## src/core/rst_pkg.sv

```systemverilog
// constants, types and helpers for the reset source controller
// assumes a 32-bit apb slave decoding 16 byte-address bits
// How it works
// - every reset source (power-on, pin, software, watchdog, brown-out, mismatch) drives one master reset output.
// - a configuration mismatch reset sets the mismatch cause flag in bit 9.
// - the regulator standby bit 8 keeps the regulator on in sleep when one, standby tracking when zero.
// - a reset from the external clear pin sets the pin cause flag in bit 7.
// - an executed software reset sets the software cause flag in bit 6.
// - a watchdog expiry sets the watchdog time-out flag in bit 4.
// - waking from sleep sets bit 3 and waking from idle sets bit 2.
// - a brown-out sets the brown-out flag in bit 1, which also reads one after power-on.
// - a power-on reset sets the power-on flag in bit 0, so it reads one after power-up.
// - power-on and brown-out flags stay set until software writes zero, and must be cleared to see the next one.
// - unimplemented bits, bits 31-10 of the cause register among them, read zero and ignore writes.
// - writing one to trigger bit 0 requests a software reset, writing zero does nothing.
// - the trigger bit is write-only, resets to zero and is cleared by hardware after it is set.
// - trigger writes are ignored unless the unlock sequence was completed first.
// - cause, trigger and mask registers have clear, set and invert aliases at plus 0x4, 0x8 and 0xC; status has only clear, unlock none.
// - register values after reset depend on the configuration bits and on the kind of reset.
package rst_pkg;

  // ****************************************
  // register map
  // ****************************************
  localparam logic [15:0] CAUSE_OFF = 16'hF600;
  localparam logic [15:0] TRIG_OFF = 16'hF610;
  localparam logic [15:0] UNLOCK_OFF = 16'hF620;
  localparam logic [15:0] IRQ_STAT_OFF = 16'hF630;
  localparam logic [15:0] IRQ_MASK_OFF = 16'hF640;

  // ****************************************
  // fields and reset values
  // ****************************************
  localparam int POR_BIT = 0;
  localparam int BROWN_BIT = 1;
  localparam int IDLE_BIT = 2;
  localparam int SLEEP_BIT = 3;
  localparam int WDT_BIT = 4;
  localparam int SOFT_BIT = 6;
  localparam int EXT_BIT = 7;
  localparam int VREG_BIT = 8;
  localparam int MISMATCH_BIT = 9;
  localparam int TRIG_BIT = 0;
  localparam int CFG_VREG_BIT = 0;
  localparam logic [31:0] CAUSE_WMASK = 32'h0000_03DF;
  localparam logic [31:0] EVENT_MASK = 32'h0000_02DF;
  localparam logic [31:0] TRIG_WMASK = 32'h0000_0001;
  localparam logic [31:0] CAUSE_RST = 32'h0000_0003;
  // unlock keys, values arbitrary
  localparam logic [31:0] KEY1 = 32'h1234_ABCD;
  localparam logic [31:0] KEY2 = 32'hABCD_1234;
  // master reset stretch after the last request
  localparam logic [7:0] HOLD_CYCLES = 8'h10;

  typedef enum logic [1:0] {
    ACC_PLAIN = 2'b00,
    ACC_CLR = 2'b01,
    ACC_SET = 2'b10,
    ACC_INV = 2'b11
  } acc_type;

  typedef enum logic [1:0] {
    LOCKED = 2'b00,
    KEY1_OK = 2'b01,
    UNLOCKED = 2'b10
  } unlock_type;

  // ****************************************
  // helpers
  // ****************************************
  function automatic logic [31:0] apply_write(input logic [31:0] old, input logic [31:0] data,
                                              input acc_type kind, input logic [31:0] wmask);
    logic [31:0] val;
    val = old;
    case (kind)
      ACC_PLAIN: val = data;
      ACC_CLR: val = old & ~data;
      ACC_SET: val = old | data;
      ACC_INV: val = old ^ data;
      default: val = old;
    endcase
    return (old & ~wmask) | (val & wmask);
  endfunction

  function automatic logic reg_hit(input logic [15:0] addr, input logic [15:0] base);
    return (addr[15:4] == base[15:4]) && (addr[1:0] == 2'b00);
  endfunction

endpackage

```

## src/core/reset_stretch.sv

```systemverilog
// stretches a reset request into the master reset
// assumes req is synchronous to pclk
module reset_stretch
  import rst_pkg::*;
(
  // clock and reset
  input wire logic pclk,
  input wire logic presetn,
  // request in, stretched reset out
  input wire logic req,
  output logic rst_out
);

  logic [7:0] cnt_r;

  always_ff @(posedge pclk or negedge presetn) begin
    if (!presetn) begin
      cnt_r <= HOLD_CYCLES;
    end else if (req) begin
      cnt_r <= HOLD_CYCLES;
    end else if (cnt_r != 8'h00) begin
      cnt_r <= cnt_r - 8'h01;
    end
  end

  // high from power-on until the count runs out
  always_ff @(posedge pclk or negedge presetn) begin
    if (!presetn) begin
      rst_out <= 1'b1;
    end else begin
      rst_out <= req || (cnt_r != 8'h00);
    end
  end
endmodule

```

## src/core/reset_source_controller.sv

```systemverilog
// reset source controller: cause flags, software trigger, master reset
// assumes an apb3 master on pclk and source inputs synchronous to pclk
//
// The APB interface to the registers was left to the implementer.
module reset_source_controller
  import rst_pkg::*;
(
  // clock and reset
  input wire logic pclk,
  input wire logic presetn,
  // apb slave
  input wire logic psel,
  input wire logic penable,
  input wire logic pwrite,
  input wire logic [15:0] paddr,
  input wire logic [31:0] pwdata,
  output logic [31:0] prdata,
  output logic pready,
  output logic pslverr,
  // reset sources and wake events
  input wire logic ext_clear_pin_n,
  input wire logic watchdog_expire,
  input wire logic brownout_det,
  input wire logic config_mismatch,
  input wire logic sleep_wake,
  input wire logic idle_wake,
  input wire logic [7:0] device_configuration_bits,
  // outputs
  output logic master_system_reset,
  output logic regulator_standby_ctrl,
  output logic irq
);

  // ****************************************
  // declarations
  // ****************************************
  logic [31:0] cause_r;
  logic [31:0] cause_nxt;
  logic [31:0] irq_stat_r;
  logic [31:0] irq_mask_r;
  logic [31:0] prdata_r;
  logic [31:0] hw_set;
  logic [31:0] rd_val;
  logic [31:0] trig_val;
  logic pready_r;
  logic pslverr_r;
  logic trig_r;
  logic irq_r;
  logic cfg_done_r;
  logic setup;
  logic wr_done;
  logic mapped;
  logic rst_req;
  logic hit_cause;
  logic hit_trig;
  logic hit_unlock;
  logic hit_stat;
  logic hit_mask;
  acc_type kind;
  unlock_type unlock_r;

  // ****************************************
  // apb decode
  // ****************************************
  assign setup = psel && !penable && !pready_r;
  assign wr_done = psel && penable && pready_r && pwrite;
  assign kind = acc_type'(paddr[3:2]);
  assign hit_cause = reg_hit(paddr, CAUSE_OFF);
  assign hit_trig = reg_hit(paddr, TRIG_OFF);
  assign hit_unlock = reg_hit(paddr, UNLOCK_OFF);
  assign hit_stat = reg_hit(paddr, IRQ_STAT_OFF);
  assign hit_mask = reg_hit(paddr, IRQ_MASK_OFF);

  // aliases and write-only registers read as zero
  always_comb begin
    rd_val = 32'h0000_0000;
    mapped = 1'b1;
    if (hit_cause) begin
      rd_val = cause_r;
    end else if (hit_stat) begin
      rd_val = irq_stat_r;
    end else if (hit_mask) begin
      rd_val = irq_mask_r;
    end else if (!hit_trig && !hit_unlock) begin
      mapped = 1'b0;
    end
    if (kind != ACC_PLAIN) begin
      rd_val = 32'h0000_0000;
    end
  end

  // one wait-free access phase; pready comes from a flop
  always_ff @(posedge pclk or negedge presetn) begin
    if (!presetn) begin
      pready_r <= 1'b0;
      pslverr_r <= 1'b0;
      prdata_r <= 32'h0000_0000;
    end else begin
      pready_r <= setup;
      pslverr_r <= setup && !mapped;
      prdata_r <= (setup && !pwrite) ? rd_val : 32'h0000_0000;
    end
  end

  // ****************************************
  // cause flags
  // ****************************************
  always_comb begin
    hw_set = 32'h0000_0000;
    hw_set[MISMATCH_BIT] = config_mismatch;
    hw_set[EXT_BIT] = !ext_clear_pin_n;
    hw_set[SOFT_BIT] = trig_r;
    hw_set[WDT_BIT] = watchdog_expire;
    hw_set[SLEEP_BIT] = sleep_wake;
    hw_set[IDLE_BIT] = idle_wake;
    hw_set[BROWN_BIT] = brownout_det;
  end

  // hardware set wins over a software clear in the same cycle
  always_comb begin
    cause_nxt = cause_r;
    if (wr_done && hit_cause) begin
      cause_nxt = apply_write(cause_r, pwdata, kind, CAUSE_WMASK);
    end
    if (!cfg_done_r) begin
      cause_nxt[VREG_BIT] = device_configuration_bits[CFG_VREG_BIT];
    end
    cause_nxt = cause_nxt | hw_set;
  end

  // power-on leaves the power-on and brown-out flags set, the rest clear
  always_ff @(posedge pclk or negedge presetn) begin
    if (!presetn) begin
      cause_r <= CAUSE_RST;
    end else begin
      cause_r <= cause_nxt;
    end
  end

  // strap caught once, on the first edge after release
  always_ff @(posedge pclk or negedge presetn) begin
    if (!presetn) begin
      cfg_done_r <= 1'b0;
    end else begin
      cfg_done_r <= 1'b1;
    end
  end

  // ****************************************
  // unlock sequence
  // ****************************************
  // any wrong word drops back to locked, so stray writes cannot arm it
  always_ff @(posedge pclk or negedge presetn) begin
    if (!presetn) begin
      unlock_r <= LOCKED;
    end else if (wr_done && hit_unlock && kind == ACC_PLAIN) begin
      case (unlock_r)
        LOCKED: begin
          unlock_r <= (pwdata == KEY1) ? KEY1_OK : LOCKED;
        end
        KEY1_OK: begin
          unlock_r <= (pwdata == KEY2) ? UNLOCKED : LOCKED;
        end
        UNLOCKED: begin
          unlock_r <= (pwdata == KEY1) ? KEY1_OK : LOCKED;
        end
        default: begin
          unlock_r <= LOCKED;
        end
      endcase
    end
  end

  // ****************************************
  // software reset trigger
  // ****************************************
  assign trig_val = apply_write(32'h0000_0000, pwdata, kind, TRIG_WMASK);

  // one-cycle pulse; never readable
  always_ff @(posedge pclk or negedge presetn) begin
    if (!presetn) begin
      trig_r <= 1'b0;
    end else begin
      trig_r <= wr_done && hit_trig && (unlock_r == UNLOCKED) && trig_val[TRIG_BIT];
    end
  end

  // ****************************************
  // master reset
  // ****************************************
  assign rst_req = !ext_clear_pin_n || watchdog_expire || brownout_det || config_mismatch || trig_r;

  reset_stretch u_stretch (
    .pclk(pclk),
    .presetn(presetn),
    .req(rst_req),
    .rst_out(master_system_reset)
  );

  // ****************************************
  // interrupt
  // ****************************************
  // write one clears via plain or clear alias; set and invert are ignored
  always_ff @(posedge pclk or negedge presetn) begin
    if (!presetn) begin
      irq_stat_r <= 32'h0000_0000;
    end else if (wr_done && hit_stat && (kind == ACC_PLAIN || kind == ACC_CLR)) begin
      irq_stat_r <= (irq_stat_r & ~pwdata) | (hw_set & EVENT_MASK);
    end else begin
      irq_stat_r <= irq_stat_r | (hw_set & EVENT_MASK);
    end
  end

  always_ff @(posedge pclk or negedge presetn) begin
    if (!presetn) begin
      irq_mask_r <= 32'h0000_0000;
    end else if (wr_done && hit_mask) begin
      irq_mask_r <= apply_write(irq_mask_r, pwdata, kind, EVENT_MASK);
    end
  end

  always_ff @(posedge pclk or negedge presetn) begin
    if (!presetn) begin
      irq_r <= 1'b0;
    end else begin
      irq_r <= |(irq_stat_r & irq_mask_r);
    end
  end

  // ****************************************
  // outputs
  // ****************************************
  assign prdata = prdata_r;
  assign pready = pready_r;
  assign pslverr = pslverr_r;
  assign regulator_standby_ctrl = cause_r[VREG_BIT];
  assign irq = irq_r;
endmodule

```

## config.mk

```make
export PLATFORM = sky130hd
export DESIGN_NAME = reset_source_controller
export DESIGN_NICKNAME = d
export VERILOG_FILES = /design/src/core/rst_pkg.sv /design/src/core/reset_stretch.sv /design/src/core/reset_source_controller.sv
export SDC_FILE = /design/constraint.sdc
export NUM_CORES = 1
export LEC_CHECK = 0
export BUFFER_PORTS_ARGS = -buffer_cell sky130_fd_sc_hd__buf_2
export CAP_MARGIN = 20
export CORE_UTILIZATION = 28
export CTS_BUF_LIST = sky130_fd_sc_hd__clkbuf_8
export DETAILED_ROUTE_END_ITERATION = 8
export MAX_ROUTING_LAYER = met4
export PLACE_DENSITY = 0.45
export REMOVE_ABC_BUFFERS = 1
export SLEW_MARGIN = 20
export SYNTH_ARGS = -nofsm -noshare
export SYNTH_HDL_FRONTEND = slang
export SYNTH_SLANG_ARGS = --single-unit
```

## constraint.sdc

```tcl
create_clock -name pclk -period 1.8 [get_ports pclk]
set_clock_uncertainty 0.1 [all_clocks]
set_input_delay 0.54 -clock pclk [delete_from_list [all_inputs] [get_ports pclk]]
set_output_delay 0.54 -clock pclk [all_outputs]
set_load 0.01 [all_outputs]
```

==> metrics.cfg <==
[synth]
synth_cells = 455
synth_top_family_by_area = simple AND/OR/NAND/NOR gates
synthXorXnorAreaFrac = 0.00866
synth_seq_cells = 97
synthMuxAreaShare = 0.0779
synth-main-ff-cell = dfrtp_1
avgSynthCellArea_um2 = 11.1
ys_warn_count = 0
synth-simple-area-share = 0.161
synthArstFlopShare = 1.00
yosys.area_share.adder = 0.0891
synth_edf_count = 0
synth_sequential_area_ratio = 0.481
synth_compound_area_frac = 0.132
netlist_area_um2 = 5060
synth_cell_types = 54

[global_route]
grtUsageTotal = 0.186
grt_overflow = 0
grt_pass1_vias = 4269
grt_pass1_wl_mm = 24.7
antenna_found_initial = 0
grt_max_degree = 38

[drt]
final_antenna_net_count = 0
vias_per_cell = 4.80
drt_iter0_markers = 231
wl_mm = 15.7
vias = 4163
wl_per_cell_um = 18.1
firstDrtPassIters = 4
drc = 0

[power_and_ir_drop]
p_leak_nw = 3.41
clkPwrFrac = 0.348
p_sw_mw = 1.09
swShare = 0.260
combPwrFrac = 0.128
p_int_mw = 3.10
vdd_ir_drop_max_v = 0.000288
power.total_mw = 4.19
p_seq_frac = 0.523
power.density_nw_per_um2 = 612

[timing]
tns_ps = 0
hold_viol_final = 0
setup_violations = 0
post-route-period-util = 0.994
clock.fmax_mhz = 559
fin_crit_ps = 1790
worst_slew_pin_slew_ps = 647
grt_setup_unrepaired = yes
holdWs_ps = 231
slew_headroom = 0.566
timing.final.ws_setup_ps = 11.6
finalMaxSlewViolations = 0

[die]
start_util = 0.289
ios = 104
num_rows = 48
die_h_um = 136
core_area_um2 = 17500
die_area_um2 = 18600
die_w_um = 136

[clock_tree]
cts_buffer_depth = 2
cts_tree = done
insertion_delay_ps = 390
clock-sinks = 97
path_clk_slew_ps = 100
htree_levels = 3
cts_made_buffers = 9
cts_root_buf = clkbuf_8

[setup_path]
path_max_fanout = 8
critPathCaptureType = register
path_cells = buf_2 > or3_4 > or4_4 > nor3_2 > o21bai_1
crit_path_top_delay_cell = or4_4
ff2ff_path_depth = 3
path_class = in -> reg
crit_required_ps = 1980
critPathLaunchType = input pin
cpPeakStageDelay_ps = 630
cp.arrival_ps = 1970

[placement]
dp_hpwl_mm = 11.5
placed_cell_area_um2 = 6400
port_buffers = 96
dp.cells = 842
place.gp.congestion = 0.859
post-place-ws_ps = -599

[finish]
final_util = 0.392
fin_cells = 868
fin_nets = 741
final_area_um2 = 6850
area_delta_synth_final_pct = 35.5
antennaDiodeCount = 0
drive_above_1_share = 0.387

[min_path]
whs_path_depth = 2
min_path_type = in -> reg

[status]
status = finished clean

[run]
cap_violations = 0

-- sequential cells by signal (all words and copies together), names as in the netlist --
| name | count |
|---|---|
| unlock_r | 2 |
| irq | 1 |
| cfg_done_r | 1 |
| prdata | 32 |
| cause_r | 9 |
| pslverr | 1 |
| irq_mask_r | 8 |
| u_stretch.rst_out | 1 |
| u_stretch.cnt_r | 8 |
| trig_r | 1 |
| irq_stat_r | 32 |
| pready | 1 |
-- routing by layer --
metal	share of wire	wire length [µm]	track usage
met3	0.041	640	0.0276
met2	0.47	7310	0.290
met4	0.014	227	0.0574
met1	0.48	7500	0.249
met5	0	0	-
-- cells by family after synthesis --
logic type	Yosys count
fa+ha+maj	36
other cells	1
mux	29
flops	97
compound gates	96
buf+inv	57
xor+xnor	5
simple gates	134
-- cell usage in the layout (no fill, tap or decap), drive strengths merged, types with 8 or more instances in the layout --
master,count
inv,39
nand3,11
dfrtp,93
clkbuf,14
ha,36
and2,24
a211oi,9
buf,188
mux4,8
o21ai,14
nor3,12
nor2,23
a21oi,17
a32oi,9
mux2i,18
a21boi,26
nand2,20
-- worst max-delay path: cells and delay by family --
| kind | cells | cell delay [ps] |
|---|---|---|
| and+or+nand+nor | 3 | 1230 |
| AOI/OAI and AO/OA | 1 | 90 |
| buffers and inverters | 1 | 90 |
-- synth_stat cells (10+ instances only) --
master | instances | area, µm²
dfrtp_1 | 93 | 2330
clkbuf_1 | 10 | 37.5
and2_1 | 23 | 144
nand2_1 | 20 | 75.1
nor3_1 | 12 | 60.1
inv_1 | 38 | 143
a21oi_1 | 17 | 85.1
nor2_1 | 23 | 86.3
nand3_1 | 11 | 55.1
a21boi_1 | 25 | 188
o21ai_0 | 12 | 60.1
ha_1 | 36 | 450
mux2i_1 | 18 | 180
-- path summary, 6_finish.rpt --
check	start	endpoint	slack (ps)
min reg2reg	cfg_done_r	cause_r[8]	360
max in group asynchronous	presetn	cause_r[0]	540
min	ext_clear_pin_n	u_stretch.cnt_r[4]	230
max	paddr[7]	cause_r[6]	10
max reg2reg	u_stretch.cnt_r[5]	u_stretch.rst_out	50
min in group asynchronous	presetn	prdata[0]	460
-- final cells by class --
cell class	instances	area (µm²)
tap	225	282
inverter	38	143
fill	1739	10600
clock inverter	3	21.3
timing repair buffer	190	1320
clock buffer	13	179
sequential	97	2430
multi-input combinational	302	2480
-- what timing repair did --
action | CTS | global route
gates resized for setup | 14 | 22
hold buffers | 1 | 0
endpoints found under the hold margin | 11 | 0
gates cloned | 1 | 1
buffers inserted | 1 | 7
setup endpoints to repair | 86 | 67
pin swaps | 6 | 11
-- power groups by stage --
stage               Combinational, mW  Clock [mW]  Sequential, mW
floorplan                       0.156           0            2.24
global placement                0.503           0            2.24
detailed placement              0.515           0            2.24
global route                    0.595        1.60            2.20
CTS                             0.529        1.52            2.19
finish                          0.539        1.46            2.19
Power figures use the tool's default switching activity.
